$ cat src/ccv_pkg.sv
// Package with the register map, encodings, limits and timing of the block.
package ccv_pkg;

  // Register offsets and reset values.
  localparam logic [7:0] ADDR_CUR   = 8'h8e;
  localparam logic [7:0] ADDR_VREG  = 8'h8f;
  localparam logic [6:0] CUR_RESET  = 7'h00;
  localparam logic [7:0] VREG_RESET = 8'h2b;

  // Field positions.
  localparam int CC_LSB     = 0;
  localparam int PRE_LSB    = 5;
  localparam int CV_LSB     = 0;
  localparam int SYSMIN_LSB = 6;

  // Fast-charge current code scale, in mA.
  localparam logic [10:0] IFC_BASE_MA = 11'h064;
  localparam logic [10:0] IFC_STEP_MA = 11'h032;
  localparam logic [4:0]  CC_MAX_CODE = 5'h12;
  localparam logic [10:0] IFC_MAX_MA  = 11'h3e8;

  // Input current limit settings, index 0 is the lowest, in mA.
  localparam logic [15:0][10:0] LIM_MA = {
    11'h5dc, 11'h1f4, 11'h190, 11'h12c, 11'h0c8, 11'h096, 11'h064, 11'h032,
    11'h02d, 11'h028, 11'h023, 11'h01e, 11'h019, 11'h014, 11'h00f, 11'h00a};
  localparam logic [10:0] LIM_FORCE_MA = 11'h064;
  localparam logic [10:0] FORCED_MA    = 11'h032;
  localparam logic [10:0] LPM_LIM_MA   = 11'h032;
  localparam logic [12:0] LPM_VBAT_MV  = 13'haf0;

  // System voltage floor selector, in mV; code 3 is reserved.
  localparam logic [3:0][12:0] SYSMIN_MV = {
    13'h10cc, 13'h10cc, 13'h0e74, 13'h0dac};
  localparam logic [12:0] LOOP_DROP_MV = 13'h12c;

  // Charge voltage code scale, in mV.
  localparam logic [12:0] CV_BASE_MV   = 13'h0dac;
  localparam logic [12:0] CV_STEP_MV   = 13'h0014;
  localparam logic [5:0]  CV_FLAT_CODE = 6'h08;
  localparam logic [5:0]  CV_CEIL_CODE = 6'h37;

  // Timing.
  localparam int CLK_FREQ_MHZ     = 50;
  localparam int DEGLITCH_TIME_US = 16000;
  localparam int DEGLITCH_CYC     = DEGLITCH_TIME_US * CLK_FREQ_MHZ;

  typedef enum logic [2:0] {
    ST_IDLE   = 3'b000,
    ST_CC     = 3'b001,
    ST_CV     = 3'b010,
    ST_EOC    = 3'b011,
    ST_TFAULT = 3'b100,
    ST_WDSUSP = 3'b101
  } ccv_state_t;

  typedef struct packed {
    logic [7:0] addr;
    logic [7:0] wdata;
    logic       wr;
    logic       rd;
  } ccv_req_t;

  typedef struct packed {
    logic [12:0] vbat_mv;
    logic [12:0] vsys_mv;
    logic [10:0] ichg_ma;
    logic [10:0] end_of_charge_current_ma;
  } ccv_meas_t;

  typedef struct packed {
    logic [6:0]  cur_reg;
    logic [7:0]  vreg_reg;
    ccv_state_t  state;
    logic [19:0] deg_cnt;
    logic [10:0] ifc_ma;
    logic [12:0] vreg_mv;
    logic        lpm;
    logic [7:0]  rdata;
  } ccv_regs_t;

endpackage : ccv_pkg

$ cat src/ccv_charger_ctrl.sv
// Charge current and voltage control with its register pair and states.
`timescale 1ns/10ps
module ccv_charger_ctrl #(
  parameter int DEGLITCH_CYCLES = ccv_pkg::DEGLITCH_CYC
) (
  input  wire logic               clk_i,
  input  wire logic               rst_i,
  input  wire ccv_pkg::ccv_req_t  req_i,
  input  wire ccv_pkg::ccv_meas_t meas_i,
  input  wire logic [3:0]         input_current_limit_sel_i,
  input  wire logic               charge_en_i,
  input  wire logic               fc_timeout_i,
  input  wire logic               wdog_expired_i,
  input  wire logic               otp_load_i,
  input  wire logic [1:0]         otp_sysmin_i,
  output logic [7:0]              reg_rdata_o,
  output logic [10:0]             charge_current_ma_o,
  output logic [12:0]             battery_regulation_voltage_o,
  output logic                    charger_low_power_mode_o,
  output ccv_pkg::ccv_state_t     charge_state_o
);

  localparam logic [19:0] DEG_LAST = 20'(DEGLITCH_CYCLES - 1);

  ccv_pkg::ccv_regs_t st_reg;
  ccv_pkg::ccv_regs_t st_next;

  logic [4:0]  fast_charge_current_code;
  logic [5:0]  charge_voltage_code;
  logic [1:0]  system_min_voltage_sel;
  logic [10:0] lim_ma;
  logic [10:0] base_ma;
  logic [10:0] cap_ma;
  logic [12:0] loop_mv;
  logic        low_vsys;
  logic        below_eoc;

  function automatic logic [12:0] cv_mv(input logic [5:0] code);
    logic [5:0] c;
    c = code;
    if (c < ccv_pkg::CV_FLAT_CODE) begin
      c = ccv_pkg::CV_FLAT_CODE;
    end
    if (c > ccv_pkg::CV_CEIL_CODE) begin
      c = ccv_pkg::CV_CEIL_CODE;
    end
    cv_mv = 13'(ccv_pkg::CV_BASE_MV
          + ccv_pkg::CV_STEP_MV * 13'(c - ccv_pkg::CV_FLAT_CODE));
  endfunction : cv_mv

  assign fast_charge_current_code = st_reg.cur_reg[ccv_pkg::CC_LSB +: 5];
  assign charge_voltage_code = st_reg.vreg_reg[ccv_pkg::CV_LSB +: 6];
  assign system_min_voltage_sel = st_reg.vreg_reg[ccv_pkg::SYSMIN_LSB +: 2];
  assign lim_ma = ccv_pkg::LIM_MA[input_current_limit_sel_i];
  assign below_eoc = meas_i.ichg_ma < meas_i.end_of_charge_current_ma;

  always_comb begin
    logic [4:0] code;
    code = fast_charge_current_code;
    // Reserved codes would exceed the cell rating, so they clamp at the top.
    if (code > ccv_pkg::CC_MAX_CODE) begin
      code = ccv_pkg::CC_MAX_CODE;
    end
    base_ma = 11'(ccv_pkg::IFC_BASE_MA
            + ccv_pkg::IFC_STEP_MA * 11'(code));
  end

  // The floor loop sits 300 mV under the selected system floor.
  assign loop_mv = 13'(ccv_pkg::SYSMIN_MV[system_min_voltage_sel]
                 - ccv_pkg::LOOP_DROP_MV);
  assign low_vsys = meas_i.vsys_mv < loop_mv;
  assign cap_ma = (input_current_limit_sel_i == 4'h0) ? ccv_pkg::LIM_MA[0]
                : ccv_pkg::LIM_MA[input_current_limit_sel_i - 4'h1];

  always_comb begin
    st_next = st_reg;
    st_next.rdata = 8'h00;

    // Register port; the reserved current bit is dropped and reads zero.
    if (req_i.wr) begin
      unique case (req_i.addr)
        ccv_pkg::ADDR_CUR:  st_next.cur_reg = req_i.wdata[6:0];
        ccv_pkg::ADDR_VREG: st_next.vreg_reg = req_i.wdata;
        default: ;
      endcase
    end
    if (otp_load_i) begin
      st_next.vreg_reg[ccv_pkg::SYSMIN_LSB +: 2] = otp_sysmin_i;
    end
    if (req_i.rd) begin
      unique case (req_i.addr)
        ccv_pkg::ADDR_CUR:  st_next.rdata = {1'b0, st_reg.cur_reg};
        ccv_pkg::ADDR_VREG: st_next.rdata = st_reg.vreg_reg;
        default: st_next.rdata = 8'h00;
      endcase
    end

    // Current setting and its automatic reductions.
    st_next.lpm = (lim_ma <= ccv_pkg::LPM_LIM_MA)
                && (meas_i.vbat_mv > ccv_pkg::LPM_VBAT_MV);
    st_next.ifc_ma = base_ma;
    if (lim_ma == ccv_pkg::LIM_FORCE_MA) begin
      st_next.ifc_ma = ccv_pkg::FORCED_MA;
    end else if (!st_next.lpm && low_vsys && cap_ma < base_ma) begin
      st_next.ifc_ma = cap_ma;
    end
    st_next.vreg_mv = cv_mv(charge_voltage_code);

    // Charge states; the watchdog outranks the timer, which outranks progress.
    st_next.deg_cnt = 20'h00000;
    unique case (st_reg.state)
      ccv_pkg::ST_IDLE: begin
        if (charge_en_i) begin
          st_next.state = ccv_pkg::ST_CC;
        end
      end
      ccv_pkg::ST_CC: begin
        if (wdog_expired_i) begin
          st_next.state = ccv_pkg::ST_WDSUSP;
        end else if (fc_timeout_i) begin
          st_next.state = ccv_pkg::ST_TFAULT;
        end else if (meas_i.vbat_mv >= st_reg.vreg_mv) begin
          st_next.state = ccv_pkg::ST_CV;
        end
      end
      ccv_pkg::ST_CV: begin
        if (below_eoc) begin
          st_next.deg_cnt = 20'(st_reg.deg_cnt + 20'h00001);
        end
        if (wdog_expired_i) begin
          st_next.state = ccv_pkg::ST_WDSUSP;
        end else if (fc_timeout_i) begin
          st_next.state = ccv_pkg::ST_TFAULT;
        end else if (below_eoc && st_reg.deg_cnt == DEG_LAST) begin
          st_next.state = ccv_pkg::ST_EOC;
        end
      end
      ccv_pkg::ST_EOC, ccv_pkg::ST_TFAULT, ccv_pkg::ST_WDSUSP: ;
      default: st_next.state = ccv_pkg::ST_IDLE;
    endcase
    // Dropping the enable aborts any cycle, including a fault.
    if (!charge_en_i) begin
      st_next.state = ccv_pkg::ST_IDLE;
    end
    if (st_next.state != ccv_pkg::ST_CV) begin
      st_next.deg_cnt = 20'h00000;
    end
  end

  always_ff @(posedge clk_i) begin
    if (rst_i) begin
      st_reg.cur_reg  <= ccv_pkg::CUR_RESET;
      st_reg.vreg_reg <= ccv_pkg::VREG_RESET;
      st_reg.state    <= ccv_pkg::ST_IDLE;
      st_reg.deg_cnt  <= 20'h00000;
      st_reg.ifc_ma   <= 11'h000;
      st_reg.vreg_mv  <= 13'h0000;
      st_reg.lpm      <= 1'b0;
      st_reg.rdata    <= 8'h00;
    end else begin
      st_reg <= st_next;
    end
  end

  assign reg_rdata_o = st_reg.rdata;
  assign charge_current_ma_o = st_reg.ifc_ma;
  assign battery_regulation_voltage_o = st_reg.vreg_mv;
  assign charger_low_power_mode_o = st_reg.lpm;
  assign charge_state_o = st_reg.state;
endmodule : ccv_charger_ctrl

$ cat config.mk
export PLATFORM = sky130hd
export DESIGN_NAME = ccv_charger_ctrl
export DESIGN_NICKNAME = d
export VERILOG_FILES = /design/src/ccv_pkg.sv /design/src/ccv_charger_ctrl.sv
export SDC_FILE = /design/constraint.sdc
export NUM_CORES = 1
export LEC_CHECK = 0
export BUFFER_PORTS_ARGS = -buffer_cell sky130_fd_sc_hd__buf_2
export CORE_ASPECT_RATIO = 0.9
export CORE_MARGIN = 3
export CORE_UTILIZATION = 45
export CTS_CLUSTER_DIAMETER = 80
export CTS_CLUSTER_SIZE = 28
export DETAILED_ROUTE_END_ITERATION = 16
export PLACE_DENSITY = 0.77
export SETUP_SLACK_MARGIN = 0.02
export SYNTH_ARGS = -nofsm -noshare
export SYNTH_HDL_FRONTEND = slang
export SYNTH_SLANG_ARGS = --single-unit
$ cat constraint.sdc
create_clock -name clk_i -period 10.15 [get_ports clk_i]
set_clock_uncertainty 0.15 [all_clocks]
set_input_delay 2.03 -clock clk_i [delete_from_list [all_inputs] [get_ports clk_i]]
set_output_delay 2.03 -clock clk_i [all_outputs]
set_load 0.05 [all_outputs]
Yosys cells after proc, flatten, opt, wreduce, memory -nomap -nowiden
Memory sizes are Yosys's and may differ from the RTL's.
Index checks and enable logic that the tools add are counted.
- bits in registers: 71
- output and inout bits: 36
- memory bits (read-only): 352
- memories kept: 2
- word-level logic and storage cells: 83
- bitwise gates (word level): 3
- muxes and demuxes: 22
- reduce and logical (&&, ||, !) cells: 16
- add/subtract/negate cells: 6
- magnitude comparators: 12
- multiply operators: 2
- equal/unequal tests: 10
- memory list (memory ; depth ; bits a word ; rd ports ; clocked after Yosys merged registers in ; write ports ; RTL line ; RTL):
    (no name shown) ; 16 ; 11 ; 1 ; 0 ; 0 ; ccv_charger_ctrl.sv:73 ; : ccv_pkg::LIM_MA[input_current_limit_sel_i - 4'h1];
    (no name shown) ; 16 ; 11 ; 1 ; 0 ; 0 ; ccv_charger_ctrl.sv:54 ; assign lim_ma = ccv_pkg::LIM_MA[input_current_limit_sel_i];
- operators by type and width (operator ; number):
    11-bit two-way mux ; 4
    13-bit binary-select mux with 2-bit select ; 1
    11-bit < comparator ; 2
    3-bit two-way mux ; 7
    20-bit by 1-bit adder with 20-bit output (second input constant) ; 1
    20-bit equality test (second input constant) ; 1
    6-bit two-way mux ; 3
    8-bit equality test (second input constant) ; 2
    8-bit two-way mux ; 2
    8-bit case mux with 2 select lines ; 1
    12-bit by 13-bit adder with 13-bit output (first input constant) ; 1
    13-bit greater-or-equal comparator ; 1
    13-bit by 12-bit greater-than comparator with 1-bit output (second input constant) ; 1
    13-bit < comparator ; 1
    3-bit by 13-bit multiplier with 11-bit output (first input constant) ; 1
    13-bit two-way mux ; 1
    13-bit by 9-bit subtractor with 13-bit output (second input constant) ; 1
    3-bit case mux with 4 select lines ; 1
    7-bit by 11-bit adder with 11-bit output (first input constant) ; 1
    11-bit by 7-bit equality test with 1-bit output (second input constant) ; 1
    11-bit by 6-bit less-or-equal comparator with 1-bit output (second input constant) ; 1
    4-bit by 5-bit < comparator with 1-bit output (second input constant) ; 2
    5-bit by 5-bit multiplier with 10-bit output (first input constant) ; 1
    6-bit by 4-bit subtractor with 7-bit output (second input constant) ; 1
    21 further kinds ; 32

Depth between registers and ports, before layout
- depth in word-level cells: 9
- depth in mapped cells: 21

Worst setup path before layout
OpenSTA, ideal clock, no wires.
- kind: input to register
- from: in input_current_limit_sel_i[0]
- to: reg st_reg (netlist bit charge_current_ma_o[4])
- data arrival time: 5.274 ns
- cell stages on the path: 15
- slack: 4.588 ns
- library setup time: 0.138 ns
- path through: buf_2 inv_1 ha_1 ha_1 clkbuf_1 and2_1 a221oi_1 a211oi_1 ha_1 nand3_1 nand3_1 or4_4 a21o_1 a2111oi_1 nor4_1
- longest elaborated chain between the ends: 9
- elaborated cells on any way between the ends: 16
- classes of those cells: add/sub: 1; order compare: 2; eq/ne: 1; mux: 5; reduce/logical: 5; memory: 2
- RTL lines (what ; RTL line ; RTL):
    start, declared ; ccv_charger_ctrl.sv:10 ; input wire logic [3:0] input_current_limit_sel_i,
    parallel branches: the longest is 8 deep, another holds memory 16 x 11 bit ; -- ;
    6-bit two-way mux * ; ccv_charger_ctrl.sv:102 ; if (lim_ma == ccv_pkg::LIM_FORCE_MA) begin
    end signal, assigned ; ccv_charger_ctrl.sv:161 ; st_reg <= st_next;
    end, declared ; ccv_charger_ctrl.sv:25 ; ccv_pkg::ccv_regs_t st_reg;
Mark *: on every way between the ends. The select of a mux whose other input is x is not followed.
A chain may end at the register's enable or synchronous reset.

Worst setup path in the final report
Ends and elaborated chain as after synthesis.

==> impl_metrics.json <==
{
  "seq_power_share_pct": 38.3,
  "track_usage_pct": 18.62,
  "critPathSlowestCell": "or4_4",
  "vdd_drop_max_uv": 100.6,
  "whs_ns": 0.3332,
  "synth_commonest_cells": "dfxtp_1 (69), ha_1 (69), inv_1 (56), nor2_1 (56), buf_4 (35)",
  "worst_pin_slew_ns": 0.7572,
  "numCtsBuffers": 9,
  "ys_ff_latch": 69,
  "post_drt_wl_per_cell_um": 14.09,
  "synthFlopType": "dfxtp_1",
  "clk-insertion-delay-late_ns": 0.34,
  "place.port_buffers": 108,
  "grt_setup_unrepaired": "no",
  "synth-compound-area-share_pct": 16.91,
  "rows": 37,
  "critical_path_class": "in -> reg",
  "synth_area_sq_um": 5519,
  "slew_headroom_pct": 49.33,
  "vias": 4742,
  "combPwrFrac_pct": 18.5,
  "hpwlAfterDp_um": 9718,
  "placed_area_sq_um": 5924,
  "area_delta_synth_final_pct": 12.79,
  "syn_avg_cell_area_sq_um": 8.337,
  "synthArstFlopShare_pct": 0,
  "ys_seq_area_share_pct": 25.03,
  "clkTransAtPathRegs_ns": 0.06,
  "synth_top_family_by_area": "simple AND/OR/NAND/NOR gates",
  "p_leak_nw": 2.899,
  "crit_path_frequent_cell": "ha_1",
  "synthDistinctLibCells": 74,
  "synth_xor_area_share_pct": 6.847,
  "worstPathCellList": "buf_2 > inv_1 > ha_1 > ha_1 > and2_1 > a221oi_1 > a211oi_1 > ha_1 > nand3_1 > nand3_1 > or4_4 > a21o_1 > a2111oi_1 > nor4_1",
  "min_period_over_period_pct": 56.68,
  "grt_pass1_vias": 4425,
  "multiInputGateArea_sq_um": 3582,
  "root_buffer": "clkbuf_16",
  "ios": 114,
  "cp-start-kind": "input port",
  "outcome": "completed",
  "cp_top_family": "compound AO/OA/AOI/OAI gates",
  "post_cts_buffers": 0,
  "totalWireLength_um": 12550,
  "p_int_mw": 0.5180,
  "hold_class": "reg -> reg",
  "netSwitchingFraction_pct": 29.18,
  "yosysTopAreaCellShare_pct": 25.03,
  "antenna_found_initial": 0,
  "crit_path_end_kind": "register",
  "seq_area_sq_um": 1381,
  "setup_viol": 0,
  "switching_power_mw": 0.2134,
  "yosysWarnings": 0,
  "fin_area_sq_um": 6225,
  "grt_pass1_wl_um": 20810,
  "die_h_um": 111.1,
  "nFillCells": 1083,
  "max_freq_ghz": 0.1738,
  "drv_slew": 0,
  "final.min_clock_period_ns": 5.753,
  "worst-path-buf-inv": 2,
  "final_antenna_net_count": 0,
  "cp.required_ns": 10.20,
  "via_per_inst": 5.322,
  "maxCapViolations": 0,
  "holdBufCountCts": 0,
  "layout.nets": 879,
  "place.gp.congestion": 0.9075,
  "power_density_nw_per_um2": 117.5,
  "diodes": 0,
  "clkSinkCount": 69,
  "largest_register_ffs": 24,
  "ctsLongestPathBuffers": 2,
  "synth_edf_count": 0,
  "core_area_sq_um": 11710,
  "hold_viol": 0,
  "cp.arrival_ns": 5.80,
  "ctsResizeCount": 0,
  "firstDrtPassIters": 5,
  "cts_htree_levels": 3,
  "cts_tree": "yes",
  "drive_above_1_share_pct": 19.86,
  "synth_top_area_cell": "dfxtp_1",
  "synthAdderAreaFrac_pct": 16.37,
  "grt_start_max_net_pins": 38,
  "die_x_um": 122.7,
  "die_area_sq_um": 13630,
  "path_max_fanout": 17,
  "synth_area_leaders": "dfxtp_1 (25%), ha_1 (16%), buf_4 (4.8%), inv_1 (3.8%), nor2_1 (3.8%)",
  "fin_tns_setup_ns": 0,
  "syn_inst": 662,
  "drc": 0,
  "slowest_delay_ns": 0.51,
  "initial_core_util_pct": 47.12,
  "pwr-share-clk_pct": 43.2,
  "grt-ovfl-total": 0,
  "yosys-mux-area-fraction_pct": 4.058,
  "synth_simple_gate_area_share_pct": 20.24,
  "drt_iter0_markers": 208
}
-- tightest hold or removal path: stages, from the launching register on --
cell,delay [ns]
dfxtp_1,0.34
nand2_1,0.07
nor2_1,0.03
-- cell type report --
class	instances	area share [%]
multi-input combinational	484	57.55
sequential	69	22.19
timing repair buffer	110	8.925
clock buffer	9	3.618
inverter	56	3.377
tap	156	3.136
clock inverter	7	1.206
-- power groups by stage --
stage	Sequential, mW	Combinational (mW)	Clock [mW]
2_1_floorplan	0.286	0.102	0
3_3_place_gp	0.286	0.132	0
3_5_place_dp	0.286	0.134	0
4_1_cts	0.280	0.135	0.321
5_1_grt	0.281	0.151	0.336
6_report	0.280	0.135	0.316
-- stage by stage --
stage               worst slack (ns)  utilization (%)  std cells  power, mW
floorplan                      4.588                -        667     0.3878
global placement               4.134            50.58        875     0.4188
global route                   4.068            53.15        891     0.7679
CTS                            4.471            53.15        891     0.7361
detailed placement             4.128            50.58        875     0.4202
finish                         4.397            53.15        891     0.7315
-- logic make-up (layout without fill, tap and decap cells) --
| family | count (synthesis) | in the layout |
|---|---|---|
| compound gates | 131 | 131 |
| xor+xnor | 40 | 40 |
| fa+ha+maj | 71 | 71 |
| buf+inv | 114 | 182 |
| flops | 69 | 69 |
| mux | 22 | 22 |
| other cells | 2 | 7 |
| simple gates | 213 | 213 |
-- worst paths after layout --
kind,from,depth (start not counted),slack (ns),to
setup reg to reg,fast_charge_current_code[4]$_SDFFE_PP0P_,19,5.48,charge_current_ma_o[0]$_SDFF_PP0_
hold reg to reg,st_reg[63]$_SDFFE_PP0P_,2,0.33,reg_rdata_o[7]$_SDFF_PP0_
hold / removal,st_reg[63]$_SDFFE_PP0P_,2,0.33,reg_rdata_o[7]$_SDFF_PP0_
setup / recovery,input_current_limit_sel_i[0],14,4.40,charge_current_ma_o[4]$_SDFF_PP0_
-- per-layer routing --
layer | GRT usage [%] | wire length, um
met4 | 3.134 | 90
met3 | 5.969 | 1055
met5 | 0 | 0
met2 | 27.40 | 5201
met1 | 26.87 | 6204
-- cells in the final DEF (no fill, tap or decap), drive strengths merged, types with 10 or more instances in the layout --
master	n
a211oi	10
a21o	11
a21oi	33
buf	110
dfxtp	69
ha	69
inv	57
mux2i	19
nand2	32
nand3	19
nand4	10
nor2	56
nor3	34
o21ai	21
xnor2	14
xor2	24
Note: power is estimated with default switching activity, not from simulation.
